$ cat src/logic/abrw_pkg.sv
// Operation
// RULE_01 - Read S0 asserts cycle start; operand start too on an operation's first cycle.
// RULE_02 - Read S0 drives address, space code, size, direction high, buffer enable off.
// RULE_03 - Read S1 asserts address and data strobes, drops both cycle start strobes.
// RULE_04 - Full-address variant asserts data buffer enable during read S2.
// RULE_05 - Slave drives selected byte lanes on reads and returns an acknowledge.
// RULE_06 - Acknowledge seen at end of read S2 ends the cycle with no wait.
// RULE_07 - No acknowledge at start of S3 inserts wait states before S4 and S5.
// RULE_08 - Slave keeps both acknowledges negated around end of S2 to get waits.
// RULE_09 - During waits, acknowledges are sampled again at every falling bus edge.
// RULE_10 - Zero-wait read captures incoming data at the end of S4.
// RULE_11 - Read S5 negates strobes and buffer enable, holds address and qualifiers.
// RULE_12 - Slave holds read data and acknowledge until a strobe drops, then releases.
// RULE_13 - Write S0 drives address, space code, size, direction low, operand start.
// RULE_14 - Write S1 asserts address strobe and buffer enable, drops cycle start strobes.
// RULE_15 - Write S2 drives the full data bus; acknowledges sampled at end of S2.
// RULE_16 - Write S3 asserts data strobe; ends a clock later or waits before S4.
// RULE_17 - Slave latches selected write lanes and acknowledges once data is stored.
// RULE_18 - No control line changes during write S4.
// RULE_19 - Write S5 drops strobes, holds address, data, qualifiers and buffer enable.
// RULE_20 - Slave holds write acknowledge until a strobe drops, then releases it.
// RULE_21 - Slave acknowledge combination encodes its port width.
// RULE_22 - Acknowledges are synchronised and judged only at falling bus clock edges.
package abrw_pkg;
	localparam int ADDR_W = 32;
	localparam int DATA_W = 32;
	localparam int FC_W = 3;
	localparam int SIZE_W = 2;
	localparam int FIFO_DEPTH = 4;
	localparam int REF_CLK_MHZ = 100;
	localparam int REF_CLK_PERIOD_NS = 10;
	// Each bus state lasts half a bus clock
	localparam int BUS_HALF_CLK_NS = 20;
	localparam int STATE_CYCLES_RAW = (BUS_HALF_CLK_NS + REF_CLK_PERIOD_NS - 1) / REF_CLK_PERIOD_NS;
	localparam int STATE_CYCLES = (STATE_CYCLES_RAW < 1) ? 1 : STATE_CYCLES_RAW;
	localparam int TICK_W = 4;
	localparam logic [TICK_W-1:0] TICK_LAST = TICK_W'(STATE_CYCLES - 1);
	localparam bit FULL_ADDR_VARIANT = 1'b1;
	localparam logic [ADDR_W-1:0] EMB_ADDR_MASK = 32'h00FF_FFFF;
	localparam logic [ADDR_W-1:0] RST_ADDR = 32'h0000_0000;
	localparam logic [DATA_W-1:0] RST_DATA = 32'h0000_0000;
	localparam logic [1:0] RST_PORT_CODE = 2'h0;

	typedef struct packed {
		logic write;
		logic first;
		logic [FC_W-1:0] fc;
		logic [SIZE_W-1:0] size;
		logic [ADDR_W-1:0] addr;
		logic [DATA_W-1:0] wdata;
	} abrw_req_type;
	localparam int REQ_W = $bits(abrw_req_type);

	typedef enum logic [8:0] {
		ST_IDLE = 9'h001,
		ST_S0 = 9'h002,
		ST_S1 = 9'h004,
		ST_S2 = 9'h008,
		ST_WA = 9'h010,
		ST_WB = 9'h020,
		ST_S3 = 9'h040,
		ST_S4 = 9'h080,
		ST_S5 = 9'h100
	} abrw_state_type;

	typedef struct packed {
		logic external_cycle_start;
		logic operand_cycle_start;
		logic as;
		logic ds;
		logic data_buffer_enable;
		logic drive;
	} abrw_ctl_type;
endpackage : abrw_pkg

$ cat src/logic/abrw_stream_if.sv
`timescale 1ns/100ps
interface abrw_stream_if #(parameter int WIDTH = 8);
	logic valid;
	logic ready;
	logic [WIDTH-1:0] data;
	modport source(output valid, output data, input ready);
	modport sink(input valid, input data, output ready);
endinterface : abrw_stream_if

$ cat src/logic/abrw_fifo.sv
`timescale 1ns/100ps
module abrw_fifo
	import abrw_pkg::*;
#(
	parameter int WIDTH = 8,
	parameter int DEPTH = 4
) (
	input wire logic i_ref_clk,
	input wire logic i_rst_n,
	abrw_stream_if.sink s_in,
	abrw_stream_if.source s_out
);
	localparam int PW = $clog2(DEPTH);
	localparam logic [PW-1:0] PTR_LAST = PW'(DEPTH - 1);
	localparam logic [PW:0] CNT_FULL = (PW + 1)'(DEPTH);

	logic [WIDTH-1:0] mem_ff [DEPTH];
	logic [WIDTH-1:0] nxt_mem [DEPTH];
	logic [PW-1:0] wr_ptr_ff, nxt_wr_ptr, rd_ptr_ff, nxt_rd_ptr;
	logic [PW:0] count_ff, nxt_count;
	logic in_ready_ff, nxt_in_ready;
	logic push, pop;

	assign s_in.ready = in_ready_ff;
	assign s_out.valid = (count_ff != '0);
	assign s_out.data = mem_ff[rd_ptr_ff];

	always_comb begin
		push = s_in.valid & in_ready_ff;
		pop = s_out.valid & s_out.ready;
		nxt_mem = mem_ff;
		nxt_wr_ptr = wr_ptr_ff;
		nxt_rd_ptr = rd_ptr_ff;
		nxt_count = count_ff;
		if (push) begin
			nxt_mem[wr_ptr_ff] = s_in.data;
			nxt_wr_ptr = (wr_ptr_ff == PTR_LAST) ? '0 : wr_ptr_ff + 1'b1;
		end
		if (pop) begin
			nxt_rd_ptr = (rd_ptr_ff == PTR_LAST) ? '0 : rd_ptr_ff + 1'b1;
		end
		case ({push, pop})
			2'h2: nxt_count = count_ff + 1'b1;
			2'h1: nxt_count = count_ff - 1'b1;
			default: nxt_count = count_ff;
		endcase
		// Ready is registered so the source sees a clean flop
		nxt_in_ready = (nxt_count != CNT_FULL);
	end

	always_ff @(posedge i_ref_clk) begin
		if (!i_rst_n) begin
			wr_ptr_ff <= '0;
			rd_ptr_ff <= '0;
			count_ff <= '0;
			in_ready_ff <= 1'b1;
		end else begin
			wr_ptr_ff <= nxt_wr_ptr;
			rd_ptr_ff <= nxt_rd_ptr;
			count_ff <= nxt_count;
			in_ready_ff <= nxt_in_ready;
		end
	end

	// Storage needs no reset; count guards every read
	always_ff @(posedge i_ref_clk) begin
		mem_ff <= nxt_mem;
	end
endmodule : abrw_fifo

$ cat src/logic/abrw_master.sv
`timescale 1ns/100ps
module abrw_master
	import abrw_pkg::*;
(
	input wire logic i_ref_clk,
	input wire logic i_rst_n,
	input wire logic i_req_valid,
	input wire logic i_req_write,
	input wire logic i_req_first,
	input wire logic [FC_W-1:0] i_req_fc,
	input wire logic [SIZE_W-1:0] i_req_size,
	input wire logic [ADDR_W-1:0] i_req_addr,
	input wire logic [DATA_W-1:0] i_req_wdata,
	output logic o_req_ready,
	output logic o_rsp_valid,
	output logic o_rsp_write,
	output logic [DATA_W-1:0] o_rsp_data,
	output logic [1:0] o_rsp_port_code,
	output logic [ADDR_W-1:0] o_addr,
	output logic [FC_W-1:0] o_space_function_code,
	output logic o_transfer_size_hi,
	output logic o_transfer_size_lo,
	output logic o_read_write,
	output logic o_external_cycle_start_n,
	output logic o_operand_cycle_start_n,
	output logic o_address_strobe_n,
	output logic o_data_strobe_n,
	output logic o_data_buffer_enable_n,
	output logic [DATA_W-1:0] o_data,
	output logic o_data_oe_n,
	input wire logic [DATA_W-1:0] i_data,
	input wire logic i_xfer_ack_hi_n,
	input wire logic i_xfer_ack_lo_n,
	output logic o_busy
);
	function automatic abrw_ctl_type ctl_of(input abrw_state_type st, input logic wr,
		input logic first);
		abrw_ctl_type c;
		c = '0;
		case (st)
			ST_S0: begin
				c.external_cycle_start = 1'b1; // RULE_01
				c.operand_cycle_start = first; // RULE_01 RULE_13
			end
			ST_S1: begin
				c.as = 1'b1; // RULE_03 RULE_14
				c.ds = ~wr; // RULE_03
				c.data_buffer_enable = wr; // RULE_14
			end
			ST_S2: begin
				c.as = 1'b1;
				c.ds = ~wr;
				c.data_buffer_enable = 1'b1; // RULE_04
				c.drive = wr; // RULE_15
			end
			ST_S3, ST_WA, ST_WB, ST_S4: begin
				c.as = 1'b1;
				c.ds = 1'b1; // RULE_16
				c.data_buffer_enable = 1'b1; // RULE_18
				c.drive = wr;
			end
			ST_S5: begin
				c.data_buffer_enable = wr; // RULE_11 RULE_19
				c.drive = wr; // RULE_19
			end
			default: begin
				c = '0;
			end
		endcase
		return c;
	endfunction : ctl_of

	// Bus state tick: each bus state lasts STATE_CYCLES reference clocks
	logic [TICK_W-1:0] tick_cnt_ff, nxt_tick_cnt;
	logic tick_ff, nxt_tick;

	always_comb begin
		if (tick_cnt_ff == TICK_LAST) begin
			nxt_tick_cnt = '0;
			nxt_tick = 1'b1;
		end else begin
			nxt_tick_cnt = tick_cnt_ff + 1'b1;
			nxt_tick = 1'b0;
		end
	end

	always_ff @(posedge i_ref_clk) begin
		if (!i_rst_n) begin
			tick_cnt_ff <= '0;
			tick_ff <= 1'b0;
		end else begin
			tick_cnt_ff <= nxt_tick_cnt;
			tick_ff <= nxt_tick;
		end
	end

	// Pin synchronisers; only the second stage is ever looked at
	logic [1:0] ack_meta_ff, ack_sync_ff, nxt_ack_meta, nxt_ack_sync;
	logic [DATA_W-1:0] din_meta_ff, din_sync_ff, nxt_din_meta, nxt_din_sync;

	always_comb begin
		nxt_ack_meta = {~i_xfer_ack_hi_n, ~i_xfer_ack_lo_n}; // RULE_22
		nxt_ack_sync = ack_meta_ff;
		nxt_din_meta = i_data;
		nxt_din_sync = din_meta_ff;
	end

	always_ff @(posedge i_ref_clk) begin
		if (!i_rst_n) begin
			ack_meta_ff <= 2'h0;
			ack_sync_ff <= 2'h0;
			din_meta_ff <= RST_DATA;
			din_sync_ff <= RST_DATA;
		end else begin
			ack_meta_ff <= nxt_ack_meta;
			ack_sync_ff <= nxt_ack_sync;
			din_meta_ff <= nxt_din_meta;
			din_sync_ff <= nxt_din_sync;
		end
	end

	// Request queue ahead of the bus engine
	abrw_stream_if #(.WIDTH(REQ_W)) req_in ();
	abrw_stream_if #(.WIDTH(REQ_W)) req_out ();
	abrw_req_type in_req;
	logic pop;

	always_comb begin
		in_req.write = i_req_write;
		in_req.first = i_req_first;
		in_req.fc = i_req_fc;
		in_req.size = i_req_size;
		in_req.addr = i_req_addr;
		in_req.wdata = i_req_wdata;
	end

	assign req_in.valid = i_req_valid;
	assign req_in.data = in_req;
	assign o_req_ready = req_in.ready;
	assign req_out.ready = pop;

	abrw_fifo #(.WIDTH(REQ_W), .DEPTH(FIFO_DEPTH)) u_req_fifo (
		.i_ref_clk(i_ref_clk),
		.i_rst_n(i_rst_n),
		.s_in(req_in),
		.s_out(req_out)
	);

	// Bus cycle sequencer
	abrw_state_type state_ff, nxt_state;
	abrw_req_type req_ff, nxt_req;
	logic [1:0] code_ff, nxt_code;
	logic rsp_valid_ff, nxt_rsp_valid;
	logic rsp_write_ff, nxt_rsp_write;
	logic [DATA_W-1:0] rsp_data_ff, nxt_rsp_data;
	logic ack_seen;

	always_comb begin
		nxt_state = state_ff;
		nxt_req = req_ff;
		nxt_code = code_ff;
		nxt_rsp_valid = 1'b0;
		nxt_rsp_write = rsp_write_ff;
		nxt_rsp_data = rsp_data_ff;
		pop = 1'b0;
		// Either line alone is a recognised acknowledge
		ack_seen = |ack_sync_ff; // RULE_22
		if (tick_ff) begin
			case (state_ff)
				ST_IDLE: begin
					if (req_out.valid) begin
						pop = 1'b1;
						nxt_req = req_out.data;
						nxt_state = ST_S0;
					end
				end
				ST_S0: begin
					nxt_state = ST_S1;
				end
				ST_S1: begin
					nxt_state = ST_S2;
				end
				// End of S2 and of each wait pair are falling bus edges
				ST_S2, ST_WB: begin
					if (ack_seen) begin
						nxt_code = ack_sync_ff; // RULE_21
						nxt_state = ST_S3; // RULE_06 RULE_16
					end else begin
						nxt_state = ST_WA; // RULE_07 RULE_08 RULE_09
					end
				end
				ST_WA: begin
					nxt_state = ST_WB; // RULE_09
				end
				ST_S3: begin
					nxt_state = ST_S4;
				end
				ST_S4: begin
					nxt_rsp_valid = 1'b1;
					nxt_rsp_write = req_ff.write;
					// Read data is taken as the slave drives it, RULE_05 on its side
					nxt_rsp_data = req_ff.write ? RST_DATA : din_sync_ff; // RULE_10
					nxt_state = ST_S5;
				end
				ST_S5: begin
					// Next cycle relies on the slave releasing its acknowledge
					if (req_out.valid) begin // RULE_12 RULE_20
						pop = 1'b1;
						nxt_req = req_out.data;
						nxt_state = ST_S0;
					end else begin
						nxt_state = ST_IDLE;
					end
				end
				default: begin
					nxt_state = ST_IDLE;
				end
			endcase
		end
	end

	always_ff @(posedge i_ref_clk) begin
		if (!i_rst_n) begin
			state_ff <= ST_IDLE;
			req_ff <= '0;
			code_ff <= RST_PORT_CODE;
			rsp_valid_ff <= 1'b0;
			rsp_write_ff <= 1'b0;
			rsp_data_ff <= RST_DATA;
		end else begin
			state_ff <= nxt_state;
			req_ff <= nxt_req;
			code_ff <= nxt_code;
			rsp_valid_ff <= nxt_rsp_valid;
			rsp_write_ff <= nxt_rsp_write;
			rsp_data_ff <= nxt_rsp_data;
		end
	end

	// Pin drivers, registered from the next state so pins change with the state
	abrw_ctl_type ctl;
	logic [ADDR_W-1:0] addr_ff, nxt_addr;
	logic [FC_W-1:0] fc_ff, nxt_fc;
	logic [SIZE_W-1:0] size_ff, nxt_size;
	logic rw_ff, nxt_rw;
	logic ecs_n_ff, nxt_ecs_n, ocs_n_ff, nxt_ocs_n;
	logic as_n_ff, nxt_as_n, ds_n_ff, nxt_ds_n;
	logic data_buffer_enable_n_ff, nxt_data_buffer_enable_n;
	logic [DATA_W-1:0] dout_ff, nxt_dout;
	logic doe_n_ff, nxt_doe_n;
	logic busy_ff, nxt_busy;

	always_comb begin
		ctl = ctl_of(nxt_state, nxt_req.write, nxt_req.first);
		// Qualifiers follow the held request, so they stay valid through S5
		nxt_addr = FULL_ADDR_VARIANT ? nxt_req.addr : (nxt_req.addr & EMB_ADDR_MASK); // RULE_02
		nxt_fc = nxt_req.fc; // RULE_02 RULE_13
		nxt_size = nxt_req.size; // RULE_02 RULE_13
		nxt_rw = ~nxt_req.write; // RULE_02 RULE_13 RULE_11
		// The embedded variant has no cycle start or buffer enable pins
		nxt_ecs_n = ~(ctl.external_cycle_start & FULL_ADDR_VARIANT); // RULE_03
		nxt_ocs_n = ~(ctl.operand_cycle_start & FULL_ADDR_VARIANT); // RULE_03 RULE_14
		nxt_as_n = ~ctl.as; // RULE_11 RULE_19
		nxt_ds_n = ~ctl.ds; // RULE_11 RULE_19
		nxt_data_buffer_enable_n = ~(ctl.data_buffer_enable & FULL_ADDR_VARIANT); // RULE_02 RULE_04
		nxt_dout = ctl.drive ? nxt_req.wdata : dout_ff; // RULE_15 RULE_19
		nxt_doe_n = ~ctl.drive;
		nxt_busy = (nxt_state != ST_IDLE);
	end

	always_ff @(posedge i_ref_clk) begin
		if (!i_rst_n) begin
			addr_ff <= RST_ADDR;
			fc_ff <= '0;
			size_ff <= '0;
			rw_ff <= 1'b1;
			ecs_n_ff <= 1'b1;
			ocs_n_ff <= 1'b1;
			as_n_ff <= 1'b1;
			ds_n_ff <= 1'b1;
			data_buffer_enable_n_ff <= 1'b1;
			dout_ff <= RST_DATA;
			doe_n_ff <= 1'b1;
			busy_ff <= 1'b0;
		end else begin
			addr_ff <= nxt_addr;
			fc_ff <= nxt_fc;
			size_ff <= nxt_size;
			rw_ff <= nxt_rw;
			ecs_n_ff <= nxt_ecs_n;
			ocs_n_ff <= nxt_ocs_n;
			as_n_ff <= nxt_as_n;
			ds_n_ff <= nxt_ds_n;
			data_buffer_enable_n_ff <= nxt_data_buffer_enable_n;
			dout_ff <= nxt_dout;
			doe_n_ff <= nxt_doe_n;
			busy_ff <= nxt_busy;
		end
	end

	assign o_addr = addr_ff;
	assign o_space_function_code = fc_ff;
	assign o_transfer_size_hi = size_ff[1];
	assign o_transfer_size_lo = size_ff[0];
	assign o_read_write = rw_ff;
	assign o_external_cycle_start_n = ecs_n_ff;
	assign o_operand_cycle_start_n = ocs_n_ff;
	assign o_address_strobe_n = as_n_ff;
	assign o_data_strobe_n = ds_n_ff;
	assign o_data_buffer_enable_n = data_buffer_enable_n_ff;
	assign o_data = dout_ff;
	assign o_data_oe_n = doe_n_ff;
	assign o_busy = busy_ff;
	assign o_rsp_valid = rsp_valid_ff;
	assign o_rsp_write = rsp_write_ff;
	assign o_rsp_data = rsp_data_ff;
	assign o_rsp_port_code = code_ff;
endmodule : abrw_master

$ cat config.mk
export PLATFORM = sky130hd
export DESIGN_NAME = abrw_master
export DESIGN_NICKNAME = d
export VERILOG_FILES = /design/src/logic/abrw_pkg.sv /design/src/logic/abrw_stream_if.sv /design/src/logic/abrw_fifo.sv /design/src/logic/abrw_master.sv
export SDC_FILE = /design/constraint.sdc
export NUM_CORES = 1
export LEC_CHECK = 0
export ABC_CLOCK_PERIOD_IN_PS = 3400
export BUFFER_PORTS_ARGS = -buffer_cell sky130_fd_sc_hd__buf_2
export CORE_MARGIN = 2
export CORE_UTILIZATION = 40
export DETAILED_ROUTE_END_ITERATION = 10
export HOLD_SLACK_MARGIN = 0.12
export PLACE_DENSITY_LB_ADDON = 0.2
export SLEW_MARGIN = 0
export SYNTH_ARGS = -nofsm -noshare
export SYNTH_HDL_FRONTEND = slang
export SYNTH_SLANG_ARGS = --single-unit
export TNS_END_PERCENT = 20
$ cat constraint.sdc
create_clock -name i_ref_clk -period 3.4 [get_ports i_ref_clk]
set_clock_uncertainty 0.15 [all_clocks]
set_input_delay 0.68 -clock i_ref_clk [delete_from_list [all_inputs] [get_ports i_ref_clk]]
set_output_delay 0.68 -clock i_ref_clk [all_outputs]
set_load 0.02 [all_outputs]
==> metrics.md <==
| Metric | Value |
|---|---|
| Worst-path cell chain | `or4_4 > nor3_1 > nand2_4 > inv_2 > ha_1 > inv_1 > fa_1 > xor2_1 > or3_1 > a21oi_1 > nand2_1` |
| Period utilization | `90.9%` |
| Slowest CP cell | `or4_4` |
| Remaining global-route overflow | `0` |
| Row cnt | `80` |
| Hold-fix buffer count after cts | `75` |
| Top cells by count, synth | `edfxtp_1, dfxtp_1, nand2_1, a21oi_1, and2_1` |
| Total power draw | `13.7 mW` |
| Largest net degree at the start of global routing | `108` |
| YS warnings | `0` |
| Met2 usage | `27.8%` |
| Post-synthesis adder-cell area fraction | `0.624%` |
| Avg Inst Size Synth | `14.4 sq um` |
| Slew HR | `33.1%` |
| Routed Antenna Nets | `0` |
| Pre-Repair DR Iteration Count | `5` |
| Die area | `0.0499 sq mm` |
| Hold/Removal Path Class | `in2reg` |
| Mux cell area share after synthesis | `11.0%` |
| Post-synth EDFFs | `284` |
| GR peak layer | `met2` |
| Height of the die | `223 um` |
| FF+latch count, synth | `521` |
| PortBufs | `221` |
| Die width | `223 um` |
| DRT iter0 DRCs | `717` |
| Final hold violation count | `0` |
| Worst-skew pair later-pin latency | `0.60 ns` |
| Maximum clock insertion buffer count | `3` |
| Pwr/cell area | `586 mW/mm^2` |
| Synth area leader | `edfxtp_1` |
| Final setup viols | `0` |
| Simple-Gate Fraction of Synth Area | `10.9%` |
| Grt met1 use | `21.5%` |
| Core ar. | `0.0476 sq mm` |
| Via count | `11100` |
| CP required | `3.72 ns` |
| Routed vias/inst | `4.91` |
| First-pass GRT wire length | `63.8 mm` |
| Initial cell density of the core | `40.4%` |
| Worst Setup Slack, final | `0.308 ns` |
| Top_reg_cell synth | `edfxtp_1` |
| XOR/XNOR Fraction of Synth Area | `0.455%` |
| Cells after Synth | `1336` |
| Reg2reg path depth | `11` |
| Worst Path Buf+Inv | `2` |
| Total CTS buffers | `53` |
| Sequential share of the synthesized area | `69.0%` |
| Critical Path Source | `state_ff[5]` |
| Seq pwr share | `51.0%` |
| Logic gate share of total power | `6.5%` |
| Clk root buf | `clkbuf_16` |
| Post-CTS setup buffers | `0` |
| Asr flop ratio synth | `0%` |
| Slew at the pin closest to its max-slew limit | `1.00 ns` |
| Yosys top cell area share | `44.3%` |
| Clock slew at reported path FFs | `0.06 ns` |
| P_int | `10.7 mW` |
| Post-route cell area | `0.0234 sq mm` |
| Routability-driven placement congestion ratio | `0.867` |
| Final HPWL DP | `24.3 mm` |
| Startpoint Class | `flop` |
| Max-cap violations | `0` |
| Max-slew violation count | `0` |
| Largest family of logic cells by synthesized area | `multiplexers` |
| Crit. End Element | `flop` |
| Post-place setup slack | `0.325 ns` |
| Resized Gates After CTS | `0` |
| Worst reg2reg path startpoint | `state_ff[5]` |
| Critical path's top delay family | `simple AND/OR/NAND/NOR gates` |
| Mapped Area | `0.0192 sq mm` |
| Crit-path max FO | `9` |
| Setup TNS | `0 ns` |
| Critical path arrival | `3.41 ns` |
| Initial antenna violation count | `5` |
| R2R setup slack | `0.31 ns` |
| RSZ-0062 raised after global routing | `false` |
| Outcome | `finished clean` |
| Drc violations | `0` |
| Fillers | `4154` |
| Placed cell area | `0.0209 sq mm` |
| Clock Sinks | `521` |
| RR Endpoint | `u_req_fifo.s_in.ready` |
| Top Ports | `222` |
| Switching share of power | `21.8%` |
| Sw Pwr | `2.99 mW` |
| CTS tree | `done` |
| Vias in the first global route | `11300` |
| Cell with the most instances after synthesis | `edfxtp_1` |
| GRT Util Overall | `16.5%` |
| Slowest cell delay on critical path | `0.52 ns` |
| Layout area overhead | `21.5%` |
| Setup CP Type | `reg2reg` |
| H-tree depth | `2` |
| VDD IR max | `395 uV` |
| Clock power share | `42.6%` |
| Per-cell routed wire length | `18.3 um` |
| Post-layout min period | `3.09 ns` |
| Post-Route WL | `41.4 mm` |
| Post-Syn Nets | `1453` |
| Peak Freq | `0.323 GHz` |
| Leak | `8.58 nW` |
| Layout cells sized above 1 | `28.2%` |
| Synth Area in Compound Gates | `4.32%` |
| Critical path depth | `11` |
| Setup crit end | `u_req_fifo.s_in.ready` |
| Dominant cells by area after synthesis | `edfxtp_1, dfxtp_1, mux4_2` |
| Met3 Use GR | `3.37%` |
| Final nets | `1721` |
| Synth unique cells | `60` |
## per-stage QoR
| stage | instances | utilization (%) | hold WS, ns |
|---|---|---|---|
| 2_1_floorplan | 1336 | - | 0.262 |
| 3_3_place_gp | 2089 | 43.8 | 0.265 |
| 3_5_place_dp | 2089 | 43.8 | 0.268 |
| 4_1_cts | 2262 | 49.1 | 0.120 |
| 5_1_grt | 2263 | 49.1 | 0.130 |
| 6_report | 2264 | 49.1 | 0.153 |
## power groups by stage
| stage | logic (mW) | clock network, mW | registers, mW |
|---|---|---|---|
| 6_report | 0.886 | 5.83 | 6.98 |
| 5_1_grt | 0.976 | 6.21 | 7.01 |
| 4_1_cts | 0.909 | 6.00 | 6.99 |
| 3_5_place_dp | 0.833 | 0 | 7.12 |
| 3_3_place_gp | 0.823 | 0 | 7.11 |
| 2_1_floorplan | 0.553 | 0 | 7.10 |
## cell type report
type,instances,area (sq um),area share [%]
multi-input combinational,686,5280,22.6
clock inverter,24,285,1.22
antenna,2,5.00,0.0214
tap,615,769,3.29
timing repair buffer,331,2240,9.60
clock buffer,74,1480,6.31
sequential,521,13300,56.8
inverter,11,43.8,0.187
## per-layer routing
| metal | part of all wire [%] | up-vias | wire length (um) |
|---|---|---|---|
| met2 | 49 | 266 | 20200 |
| met3 | 5.1 | 69 | 2120 |
| met4 | 2.1 | 6 | 883 |
| li1 | - | 5309 | - |
| met5 | 0.082 | - | 34 |
| met1 | 44 | 5465 | 18200 |
## sequential cells by signal, indices dropped and copies added, names as in the netlist, 3 cells and up
signal / count
o_addr: 32
u_req_fifo.mem_ff: 284
o_rsp_data: 32
din_meta_ff: 32
state_ff: 9
req_ff: 34
o_data: 32
u_req_fifo.count_ff: 3
din_sync_ff: 32
o_space_function_code: 3
tick_cnt_ff: 4
## layout by cell type, fill, tap and decap left out, types with 4 or more instances in the layout
cell type	synthesis	routed
or3_1	6	6
a21oi_1	117	117
nand2_1	165	164
dfxtp_1	237	235
buf_12	3	10
o21ai_0	7	7
nor3b_1	33	33
clkbuf_16	0	53
mux2_2	5	5
clkinv_2	0	11
xor2_1	6	6
nor2_1	53	53
edfxtp_1	284	284
xnor2_1	4	4
clkinv_1	1	4
nand3_1	8	8
mux2_4	30	30
nand4_1	6	6
clkbuf_8	0	7
nand2b_1	6	6
and3_4	0	4
bufinv_16	0	5
dlygate4sd3_1	0	75
and2_1	104	104
inv_1	10	9
mux4_2	71	71
ha_1	8	8
buf_2	20	221
buf_4	37	25
nor3_1	10	10
clkbuf_1	49	13
## worst min path at each step
stage / start / to / slack (ns) / cells past startpoint
2_1_floorplan: ack_meta_ff[0] / ack_sync_ff[0] / 0.26 / 1
3_3_place_gp: din_meta_ff[19] / din_sync_ff[19] / 0.26 / 1
3_5_place_dp: ack_meta_ff[0] / ack_sync_ff[0] / 0.27 / 1
4_1_cts: i_req_addr[0] / u_req_fifo.mem_ff[245] / 0.12 / 1
5_1_grt: i_data[5] / din_meta_ff[5] / 0.13 / 2
6_report: i_req_wdata[24] / u_req_fifo.mem_ff[237] / 0.15 / 1
## cells by family (layout without fill, tap and decap cells)
| group | count (synthesis) | in the layout |
|---|---|---|
| xor gates and xnor gates | 10 | 10 |
| AOI/OAI and AO/OA | 147 | 147 |
| adders and majority gates | 9 | 9 |
| buffers and inverters | 129 | 440 |
| and+or+nand+nor | 413 | 413 |
| DFF | 521 | 521 |
| muxes | 107 | 107 |
| other | 0 | 2 |
## worst register-to-register path, stage by stage, from the launching register on
cell	delay [ns]
dfxtp_1	0.41
or4_4	0.52
nor3_1	0.40
nand2_4	0.08
inv_2	0.10
ha_1	0.18
inv_1	0.06
fa_1	0.37
xor2_1	0.15
or3_1	0.30
a21oi_1	0.18
nand2_1	0.06
No activity file was read; power rests on OpenSTA's default activity.
